<file path="src/verilog/uart_pkg.sv">
// Shared constants, types and helpers for the transmitter with auto-baud
// ---------------------------------------------------------------------
package uart_pkg;

   // --------------------------------------------------------------------
   // Register indexes
   // --------------------------------------------------------------------
   localparam logic [3:0] A_TXSTA   = 4'h0;
   localparam logic [3:0] A_RCSTA   = 4'h1;
   localparam logic [3:0] A_BAUDCON = 4'h2;
   localparam logic [3:0] A_BRGL    = 4'h3;
   localparam logic [3:0] A_BAUD_HIGH_SPEED_SELECT    = 4'h4;
   localparam logic [3:0] A_TXBUF   = 4'h5;
   localparam logic [3:0] A_RCREG   = 4'h6;
   localparam logic [3:0] A_PERIPHERAL_INTERRUPT_FLAGS_1    = 4'h7;
   localparam logic [3:0] A_PERIPHERAL_INTERRUPT_ENABLES_1    = 4'h8;

   // --------------------------------------------------------------------
   // Field positions
   // --------------------------------------------------------------------
   localparam int B_TX9    = 6;
   localparam int B_TRANSMIT_ENABLE   = 5;
   localparam int B_SYNC   = 4;
   localparam int B_BAUD_HIGH_SPEED_SELECT   = 2;
   localparam int B_NINTH_TRANSMIT_BIT   = 0;
   localparam int B_SERIAL_PORT_ENABLE   = 7;
   localparam int B_AUTOBAUD_OVERFLOW = 7;
   localparam int B_BAUD_16BIT_SELECT  = 3;
   localparam int B_WUE    = 1;
   localparam int B_AUTOBAUD_ENABLE  = 0;

   // --------------------------------------------------------------------
   // Timing
   // --------------------------------------------------------------------
   localparam int         INSTR_CLKS = 4;
   localparam logic [1:0] LOAD_LAST  = 2'(INSTR_CLKS - 1);
   localparam int         ABD_EDGES  = 5;
   localparam logic [2:0] EDGE_LAST  = 3'(ABD_EDGES - 1);
   localparam logic [3:0] LAST_BIT8  = 4'h7;
   localparam logic [3:0] LAST_BIT9  = 4'h8;
   localparam logic [9:0] PRE_SLOW   = 10'h040;
   localparam logic [9:0] PRE_MID    = 10'h010;
   localparam logic [9:0] PRE_FAST   = 10'h004;
   localparam int         ABD_SHIFT  = 3;

   typedef logic [9:0] presc_t;

   typedef struct packed {
      logic [3:0] addr;
      logic [7:0] wdata;
      logic       wr;
      logic       rd;
   } bus_req_t;

   function automatic logic wr_hit(input bus_req_t r, input logic [3:0] a);
      return r.wr && (r.addr == a);
   endfunction : wr_hit

   function automatic logic rd_hit(input bus_req_t r, input logic [3:0] a);
      return r.rd && (r.addr == a);
   endfunction : rd_hit

   // Prescale in clocks per baud counter step
   function automatic presc_t presc(input logic b16, input logic bh,
                                    input logic abd);
      presc_t p;
      p = (b16 && bh) ? PRE_FAST : ((b16 || bh) ? PRE_MID : PRE_SLOW);
      return abd ? presc_t'(p << ABD_SHIFT) : p;
   endfunction : presc

endpackage : uart_pkg

</file>
<file path="src/verilog/baud_ticker.sv">
// Prescaler that issues one-cycle steps for the baud counter
`timescale 1ns/1ps
module baud_ticker (
   input  wire logic            clk,
   input  wire logic            rst_n,
   input  wire logic            restart,
   input  wire uart_pkg::presc_t period,
   output logic                 tick
);
   import uart_pkg::*;

   presc_t cnt_reg;

   always_ff @(posedge clk or negedge rst_n)
   begin
      if (!rst_n)
      begin
         cnt_reg <= '0;
         tick    <= 1'h0;
      end
      else if (restart)
      begin
         cnt_reg <= '0;
         tick    <= 1'h0;
      end
      // Greater-or-equal so a shrunk period never strands the count
      else if (cnt_reg >= period - presc_t'(1))
      begin
         cnt_reg <= '0;
         tick    <= 1'h1;
      end
      else
      begin
         cnt_reg <= cnt_reg + presc_t'(1);
         tick    <= 1'h0;
      end
   end

endmodule : baud_ticker

</file>
<file path="src/verilog/uart_tx_autobaud.sv">
// Asynchronous transmitter with auto-baud measurement and register port
//
// The register addresses and the strobed register port are this design's own decisions.
`timescale 1ns/1ps
module uart_tx_autobaud (
   input  wire logic               clk,
   input  wire logic               rst_n,
   input  wire uart_pkg::bus_req_t req,
   output logic [7:0]              rdata,
   input  wire logic               receive_pin,
   output logic                    tx_pin
);
   import uart_pkg::*;

   typedef enum logic [2:0] {AB_OFF, AB_BRK_FALL, AB_BRK_RISE,
                             AB_WAIT_START, AB_WAIT_RISE, AB_COUNT} ab_t;
   typedef enum logic [2:0] {TX_IDLE, TX_LOAD, TX_START, TX_DATA,
                             TX_STOP} tx_t;

   logic       sync_reg, serial_port_enable_reg, tx9_reg, transmit_enable_reg, baud_high_speed_select_reg;
   logic       ninth_transmit_bit_reg, baud_16bit_select_reg;
   logic [7:0] peripheral_interrupt_enables_1_reg;
   logic       rx_s1, rx_s2, rx_s3, rx_lvl_reg;
   ab_t        ab_state;
   logic       autobaud_enable_reg, wue_reg;
   logic [2:0] edge_reg;
   logic [7:0] brg_lo_reg, brg_hi_reg;
   logic [15:0] brg_cnt_reg;
   logic       bit_tick;
   logic       txif_reg, rcif_reg, autobaud_overflow_reg;
   tx_t        tx_state;
   logic [8:0] buf_reg, tsr_reg;
   logic       full_reg;
   logic [3:0] bits_reg;
   logic [1:0] load_reg;
   logic       presc_tick;

   // --------------------------------------------------------------------
   // Decoded events
   // --------------------------------------------------------------------
   logic rx_rise, rx_fall, abd_start, abd_abort, abd_done, abd_wrap;
   logic counting, transmit_enable_rise, txbuf_wr, tx_active, load_done, shift_register_empty;
   logic restart;
   logic [15:0] brg_val, divisor;

   assign brg_val   = {brg_hi_reg, brg_lo_reg};
   assign divisor   = {brg_hi_reg & {8{baud_16bit_select_reg}}, brg_lo_reg};
   assign rx_rise   = (rx_s2 == rx_s3) && rx_s2 && !rx_lvl_reg;
   assign rx_fall   = (rx_s2 == rx_s3) && !rx_s2 && rx_lvl_reg;
   assign counting  = (ab_state == AB_COUNT);
   assign abd_start = wr_hit(req, A_BAUDCON) && req.wdata[B_AUTOBAUD_ENABLE]
                      && !autobaud_enable_reg && !sync_reg;
   assign abd_abort = wr_hit(req, A_BAUDCON) && !req.wdata[B_AUTOBAUD_ENABLE]
                      && autobaud_enable_reg;
   assign abd_done  = counting && rx_rise && (edge_reg == EDGE_LAST);
   assign abd_wrap  = counting && presc_tick && (brg_val == '1);
   assign transmit_enable_rise = wr_hit(req, A_TXSTA) && req.wdata[B_TRANSMIT_ENABLE]
                      && !transmit_enable_reg;
   assign txbuf_wr  = wr_hit(req, A_TXBUF) && !autobaud_enable_reg;
   assign tx_active = serial_port_enable_reg && transmit_enable_reg && !sync_reg;
   assign load_done = (tx_state == TX_LOAD) && (load_reg == LOAD_LAST);
   assign shift_register_empty      = (tx_state == TX_IDLE) || (tx_state == TX_LOAD);
   assign restart   = abd_start || load_done
                      || (ab_state == AB_WAIT_RISE && rx_rise);

   // --------------------------------------------------------------------
   // Step generator
   // --------------------------------------------------------------------
   // rate select
   baud_ticker u_ticker (
      .clk     (clk),
      .rst_n   (rst_n),
      .restart (restart),
      .period  (presc(baud_16bit_select_reg, baud_high_speed_select_reg, autobaud_enable_reg)),
      .tick    (presc_tick)
   );

   // --------------------------------------------------------------------
   // Configuration bits
   // --------------------------------------------------------------------
   always_ff @(posedge clk or negedge rst_n)
   begin
      if (!rst_n)
      begin
         sync_reg  <= 1'h0;
         serial_port_enable_reg  <= 1'h0;
         tx9_reg   <= 1'h0;
         transmit_enable_reg  <= 1'h0;
         baud_high_speed_select_reg  <= 1'h0;
         ninth_transmit_bit_reg  <= 1'h0;
         baud_16bit_select_reg <= 1'h0;
         peripheral_interrupt_enables_1_reg  <= '0;
      end
      else
      begin
         if (wr_hit(req, A_TXSTA))
         begin
            tx9_reg  <= req.wdata[B_TX9];
            transmit_enable_reg <= req.wdata[B_TRANSMIT_ENABLE];
            sync_reg <= req.wdata[B_SYNC];
            baud_high_speed_select_reg <= req.wdata[B_BAUD_HIGH_SPEED_SELECT];
            ninth_transmit_bit_reg <= req.wdata[B_NINTH_TRANSMIT_BIT];
         end
         if (wr_hit(req, A_RCSTA))
            serial_port_enable_reg <= req.wdata[B_SERIAL_PORT_ENABLE];
         if (wr_hit(req, A_BAUDCON))
            baud_16bit_select_reg <= req.wdata[B_BAUD_16BIT_SELECT];
         if (wr_hit(req, A_PERIPHERAL_INTERRUPT_ENABLES_1))
            peripheral_interrupt_enables_1_reg <= req.wdata;
      end
   end

   // --------------------------------------------------------------------
   // Receive pin synchroniser
   // --------------------------------------------------------------------
   always_ff @(posedge clk or negedge rst_n)
   begin
      if (!rst_n)
      begin
         rx_s1      <= 1'h1;
         rx_s2      <= 1'h1;
         rx_s3      <= 1'h1;
         rx_lvl_reg <= 1'h1;
      end
      else
      begin
         rx_s1 <= receive_pin;
         rx_s2 <= rx_s1;
         rx_s3 <= rx_s2;
         if (rx_s2 == rx_s3)
            rx_lvl_reg <= rx_s2;
      end
   end

   // --------------------------------------------------------------------
   // Auto-baud sequencer
   // --------------------------------------------------------------------
   always_ff @(posedge clk or negedge rst_n)
   begin
      if (!rst_n)
      begin
         ab_state  <= AB_OFF;
         autobaud_enable_reg <= 1'h0;
         wue_reg   <= 1'h0;
         edge_reg  <= '0;
      end
      else
      begin
         if (wr_hit(req, A_BAUDCON))
            wue_reg <= req.wdata[B_WUE];
         if (abd_abort)
         begin
            ab_state  <= AB_OFF;
            autobaud_enable_reg <= 1'h0;
         end
         else
         begin
            unique case (ab_state)
               AB_OFF:
                  if (abd_start)
                  begin
                     autobaud_enable_reg <= 1'h1;
                     ab_state  <= req.wdata[B_WUE] ? AB_BRK_FALL
                                                   : AB_WAIT_START;
                  end
               AB_BRK_FALL:
                  if (rx_fall)
                     ab_state <= AB_BRK_RISE;
               AB_BRK_RISE:
                  if (rx_rise)
                  begin
                     wue_reg  <= 1'h0;
                     ab_state <= AB_WAIT_START;
                  end
               AB_WAIT_START:
                  if (rx_fall)
                     ab_state <= AB_WAIT_RISE;
               AB_WAIT_RISE:
                  if (rx_rise)
                  begin
                     edge_reg <= 3'h1;
                     ab_state <= AB_COUNT;
                  end
               AB_COUNT:
                  if (rx_rise)
                  begin
                     if (edge_reg == EDGE_LAST)
                     begin
                        autobaud_enable_reg <= 1'h0;
                        ab_state  <= AB_OFF;
                     end
                     else
                        edge_reg <= edge_reg + 3'h1;
                  end
            endcase
         end
      end
   end

   // --------------------------------------------------------------------
   // Baud counter and divisor bytes
   // --------------------------------------------------------------------
   always_ff @(posedge clk or negedge rst_n)
   begin
      if (!rst_n)
      begin
         brg_lo_reg  <= '0;
         brg_hi_reg  <= '0;
         brg_cnt_reg <= '0;
         bit_tick    <= 1'h0;
      end
      else
      begin
         bit_tick <= 1'h0;
         if (abd_start)
            {brg_hi_reg, brg_lo_reg} <= '0;
         else if (counting && presc_tick)
            {brg_hi_reg, brg_lo_reg} <= brg_val + 16'h0001;
         else if (!autobaud_enable_reg)
         begin
            if (wr_hit(req, A_BRGL))
               brg_lo_reg <= req.wdata;
            if (wr_hit(req, A_BAUD_HIGH_SPEED_SELECT))
               brg_hi_reg <= req.wdata;
         end
         if (load_done)
            brg_cnt_reg <= divisor;
         else if (presc_tick && !autobaud_enable_reg)
         begin
            if (brg_cnt_reg == '0)
            begin
               brg_cnt_reg <= divisor;
               bit_tick    <= 1'h1;
            end
            else
               brg_cnt_reg <= brg_cnt_reg - 16'h0001;
         end
      end
   end

   // --------------------------------------------------------------------
   // Status flags, set wins over clear
   // --------------------------------------------------------------------
   always_ff @(posedge clk or negedge rst_n)
   begin
      if (!rst_n)
      begin
         txif_reg   <= 1'h0;
         rcif_reg   <= 1'h0;
         autobaud_overflow_reg <= 1'h0;
      end
      else
      begin
         if (abd_wrap)
            autobaud_overflow_reg <= 1'h1;
         else if (wr_hit(req, A_BAUDCON))
            autobaud_overflow_reg <= req.wdata[B_AUTOBAUD_OVERFLOW];
         if (abd_done)
            rcif_reg <= 1'h1;
         else if (rd_hit(req, A_RCREG))
            rcif_reg <= 1'h0;
         if (load_done || transmit_enable_rise)
            txif_reg <= 1'h1;
         else if (txbuf_wr)
            txif_reg <= 1'h0;
      end
   end

   // --------------------------------------------------------------------
   // Transmitter
   // --------------------------------------------------------------------
   always_ff @(posedge clk or negedge rst_n)
   begin
      if (!rst_n)
      begin
         tx_state <= TX_IDLE;
         buf_reg  <= '0;
         full_reg <= 1'h0;
         tsr_reg  <= '0;
         bits_reg <= '0;
         load_reg <= '0;
         tx_pin   <= 1'h1;
      end
      else
      begin
         if (txbuf_wr)
         begin
            buf_reg  <= {ninth_transmit_bit_reg, req.wdata};
            full_reg <= 1'h1;
         end
         else if (load_done)
            full_reg <= 1'h0;
         if (!tx_active)
         begin
            tx_state <= TX_IDLE;
            tx_pin   <= 1'h1;
         end
         else
         begin
            unique case (tx_state)
               TX_IDLE:
                  if (full_reg)
                  begin
                     load_reg <= '0;
                     tx_state <= TX_LOAD;
                  end
               TX_LOAD:
                  if (load_done)
                  begin
                     tsr_reg  <= buf_reg;
                     bits_reg <= '0;
                     tx_pin   <= 1'h0;
                     tx_state <= TX_START;
                  end
                  else
                     load_reg <= load_reg + 2'h1;
               TX_START:
                  if (bit_tick)
                  begin
                     tx_pin   <= tsr_reg[0];
                     tsr_reg  <= tsr_reg >> 1;
                     tx_state <= TX_DATA;
                  end
               TX_DATA:
                  if (bit_tick)
                  begin
                     if (bits_reg == (tx9_reg ? LAST_BIT9 : LAST_BIT8))
                     begin
                        tx_pin   <= 1'h1;
                        tx_state <= TX_STOP;
                     end
                     else
                     begin
                        tx_pin   <= tsr_reg[0];
                        tsr_reg  <= tsr_reg >> 1;
                        bits_reg <= bits_reg + 4'h1;
                     end
                  end
               TX_STOP:
                  if (bit_tick)
                  begin
                     load_reg <= '0;
                     tx_state <= full_reg ? TX_LOAD : TX_IDLE;
                  end
            endcase
         end
      end
   end

   // --------------------------------------------------------------------
   // Register read port
   // --------------------------------------------------------------------
   always_ff @(posedge clk or negedge rst_n)
   begin
      if (!rst_n)
         rdata <= '0;
      else if (!req.rd)
         rdata <= '0;
      else
      begin
         case (req.addr)
            A_TXSTA:   rdata <= {1'h0, tx9_reg, transmit_enable_reg, sync_reg, 1'h0,
                                 baud_high_speed_select_reg, shift_register_empty, ninth_transmit_bit_reg};
            A_RCSTA:   rdata <= {serial_port_enable_reg, 7'h00};
            // Receiver idle bit reads low while measuring
            A_BAUDCON: rdata <= {autobaud_overflow_reg, !autobaud_enable_reg, 2'h0, baud_16bit_select_reg,
                                 1'h0, wue_reg, autobaud_enable_reg};
            A_BRGL:    rdata <= brg_lo_reg;
            A_BAUD_HIGH_SPEED_SELECT:    rdata <= brg_hi_reg;
            A_TXBUF:   rdata <= buf_reg[7:0];
            A_PERIPHERAL_INTERRUPT_FLAGS_1:    rdata <= {2'h0, rcif_reg, txif_reg, 4'h0};
            A_PERIPHERAL_INTERRUPT_ENABLES_1:    rdata <= peripheral_interrupt_enables_1_reg;
            // Receive data is meaningless here; unmapped also reads zero
            default:   rdata <= '0;
         endcase
      end
   end
endmodule : uart_tx_autobaud

</file>
<file path="config.mk">
export PLATFORM = sky130hd
export DESIGN_NAME = uart_tx_autobaud
export DESIGN_NICKNAME = d
export VERILOG_FILES = /design/src/verilog/uart_pkg.sv /design/src/verilog/baud_ticker.sv /design/src/verilog/uart_tx_autobaud.sv
export SDC_FILE = /design/constraint.sdc
export NUM_CORES = 1
export LEC_CHECK = 0
export ABC_AREA = 1
export ABC_CLOCK_PERIOD_IN_PS = 7000
export BUFFER_PORTS_ARGS = -buffer_cell sky130_fd_sc_hd__buf_4
export CAP_MARGIN = 20
export CORE_ASPECT_RATIO = 0.5
export CORE_MARGIN = 2
export CORE_UTILIZATION = 50
export CTS_CLUSTER_SIZE = 40
export DETAILED_ROUTE_END_ITERATION = 8
export PLACE_DENSITY_LB_ADDON = 0.1
export SETUP_SLACK_MARGIN = 0.4
export SKIP_CTS_REPAIR_TIMING = 1
export SKIP_LAST_GASP = 1
export SLEW_MARGIN = 10
export SYNTH_ARGS = -nofsm -noshare
export SYNTH_HDL_FRONTEND = slang
export SYNTH_SLANG_ARGS = --single-unit
</file>
<file path="constraint.sdc">
create_clock -name clk -period 7 [get_ports clk]
set_input_delay 1.4 -clock clk [delete_from_list [all_inputs] [get_ports clk]]
set_output_delay 1.4 -clock clk [all_outputs]
set_load 0.1 [all_outputs]
</file>
==> run summary <==
Status: completed
Leading cell types by total area after synthesis: dfrtp_1, nand2_1, inv_1
DP Cell Count: 1133
Initial antenna violation count: 0
Total CTS buffers: 9
Die height: 87.3 um
Finished Layout Cells: 1149
Via count: 6100
Main combinational cell family by area after synthesis: simple AND/OR/NAND/NOR gates
DR vias/cell: 5.31
First-pass GRT wire length: 29200 um
Tot GR Track Use: 0.253
Synth Area in Simple Gates: 0.328
Slew Viols, Final: 0
Die ar.: 14900 um2
I/O Buffers: 25
Syn avg cell area: 7.44 um2
Clock Latency Late Sink: 0.36 ns
CTS Sinks: 111
# IOs: 26
DRC: 0
Critical path class: reg2reg
Hold Path Class: reg2reg
CTS Root Cell: clkbuf_16
Max-Cap Viols: 0
DRT Pass-1 Iters: 5
Arr. time, crit path: 3.34 ns
Clock tree buffer depth: 2
R2r setup slk: 3.92 ns
Pre-CTS setup slack: 3.97 ns
Yosys reg bits: 111
P&R area growth vs syn: 8.65%
ANT cells: 0
DPL Wire Length: 13000 um
Rel. slew slack: 0.511
Largest net degree at the start of global routing: 58
Synth area leader: dfrtp_1
Max VDD drop: 0.206 mV
Post-synthesis adder-cell area fraction: 0.0415
Chip Width: 171 um
Reg clk slew, reported paths: 0.09 ns
Synth Area in Compound Gates: 0.118
PwrDens: 355 nW/um2
GRT Residual Overflow: 0
Wire per inst: 15.2 um
RSZ-0062 raised after global routing: false
RePlAce Congestion: 0.887
Initial Utilization: 0.512
Post-synth EDFFs: 0
Fin crit share: 0.439
Ys Warns: 0
Nets@finish: 992
Total Power: 2.67 mW
Fin. Hold Viols: 0
Worst slew pin tran: 0.734 ns
Setup-failing EPs final: 0
Vias in the first global route: 5476
TNS Setup: 0 ns
Fin crit period: 3.08 ns
Critical path endpoint category: flop
Fill cell count: 1335
Startpoint Class: flop
Max FFs per register: 16
Multiplexer area fraction after synthesis: 0.0115
Async S/R FF share, synth: 1.00
Max Fclk: 0.325 GHz
XOR/XNOR Fraction of Synth Area: 0.0202
DRT iter0 DRCs: 496
Final WL: 17400 um
Crit Path Max Fanout: 11
Synth top area share: 0.382
Main synth FF type: dfrtp_1
Final WS setup: 3.92 ns
TritonCTS clock tree: done
Synth unique cells: 45
H-tree levels: 3
CP required: 7.26 ns
Share of layout cells above drive strength 1: 0.118
Detail Route Antenna Nets: 0
Synthesized net count: 973
Synthesized area: 6940 um2
Num rows: 30
Clock skew: 0.0116 ns
Finished Core Util: 0.556
Post-synthesis sequential area ratio: 0.401
Core area: 13600 um2
Post-Synthesis Cells: 933
Leak Pwr: 3.75 nW
## worst max-delay path: stages (launching register included)
cell and delay (ns):
dfrtp_1 0.58, inv_1 0.21, ha_1 0.36, nand2_1 0.08, ha_1 0.23, o211ai_1 0.21
xnor2_1 0.16, ha_1 0.28, nand2_1 0.09, nor2_1 0.05, nor2_1 0.08, nand4_1 0.38
nor3_1 0.28
## routing by layer
| layer | global-route usage | up-vias | wire [um] |
|---|---|---|---|
| met3 | 0.0377 | 12 | 932 |
| li1 | - | 3071 | - |
| met5 | 0 | - | 0 |
| met4 | 0.0497 | 0 | 145 |
| met1 | 0.385 | 2878 | 8930 |
| met2 | 0.382 | 139 | 7410 |
## final timing paths
| kind | endpoint | depth (start not counted) | from |
|---|---|---|---|
| min | rx_s2 | 0 | rx_s1 |
| min in group asynchronous | bits_reg[0] | 1 | rst_n |
| min reg2reg | rx_s2 | 0 | rx_s1 |
| max in group asynchronous | brg_lo_reg[5] | 2 | rst_n |
| max reg2reg | u_ticker.cnt_reg[3] | 12 | baud_16bit_select_reg |
| max | u_ticker.cnt_reg[3] | 12 | baud_16bit_select_reg |
## synth_stat cells (2+ instances only)
master	instances
a21oi_1	28
and3_1	2
buf_2	7
buf_6	6
clkbuf_1	4
clkinv_1	3
dfrtp_1	106
dfstp_2	5
ha_1	23
inv_1	96
inv_2	11
mux2i_1	8
nand2_1	285
nand2_2	8
nand2_4	6
nand3_1	64
nand3_2	4
nand3b_1	2
nand4_1	18
nor2_1	74
nor2_2	5
nor2_4	7
nor2_8	2
nor3_1	18
o211ai_1	4
o21ai_0	68
o21ai_1	13
o21ai_2	16
o22ai_1	6
o31ai_1	3
or2_2	3
xnor2_1	9
xor2_1	7
## power breakdown
group	leakage [nW]	internal, mW	switching, mW
sequential	1.43	0.821	0.220
clock	0.143	0.254	0.270
combinational	2.18	0.390	0.719
## layout make-up
type | count | area, um2 | area share
Sequential cell | 111 | 2780 | 0.369
Tap cell | 192 | 240 | 0.0319
Timing Repair Buffer | 26 | 195 | 0.0259
Multi-Input combinational cell | 693 | 3600 | 0.478
Clock inverter | 7 | 72.6 | 0.00962
Inverter | 111 | 419 | 0.0556
Clock buffer | 9 | 225 | 0.0299
## placed cells by master (no fill, tap or decap), drive strengths merged
| cell type | synthesis | layout |
|---|---|---|
| o211ai | 5 | 5 |
| nand3b | 2 | 2 |
| nand3 | 69 | 69 |
| xor2 | 7 | 7 |
| o22ai | 6 | 6 |
| o221ai | 1 | 1 |
| clkinv | 3 | 5 |
| nand2 | 299 | 299 |
| o21ai | 97 | 97 |
| dfstp | 5 | 5 |
| clkbuf | 4 | 9 |
| ha | 23 | 23 |
| inv | 108 | 112 |
| a21oi | 28 | 28 |
| nor3 | 19 | 19 |
| a31oi | 1 | 1 |
| dfrtp | 106 | 106 |
| nor2 | 88 | 88 |
| nand4 | 18 | 18 |
| nor4 | 1 | 1 |
| and2 | 1 | 1 |
| buf | 14 | 26 |
| o21bai | 1 | 1 |
| xnor2 | 9 | 9 |
| clkinvlp | 0 | 1 |
| o21a | 1 | 1 |
| or2 | 4 | 4 |
| and3 | 2 | 2 |
| o31ai | 3 | 3 |
| mux2i | 8 | 8 |
## logic make-up after synthesis
group           after synthesis
simple gates                503
xor+xnor                     16
buf+inv                     129
mux                           8
fa+ha+maj                    23
flops                       111
compound gates              143
## metrics by stage
step                      instance area, um2  hold slack (ns)
after detailed placement                7240            0.350
after global routing                    7540            0.362
after CTS                               7540            0.360
after floorplan                         6940            0.345
after global placement                  7240            0.346
final                                   7540            0.359
(Power assumes the default switching activity.)
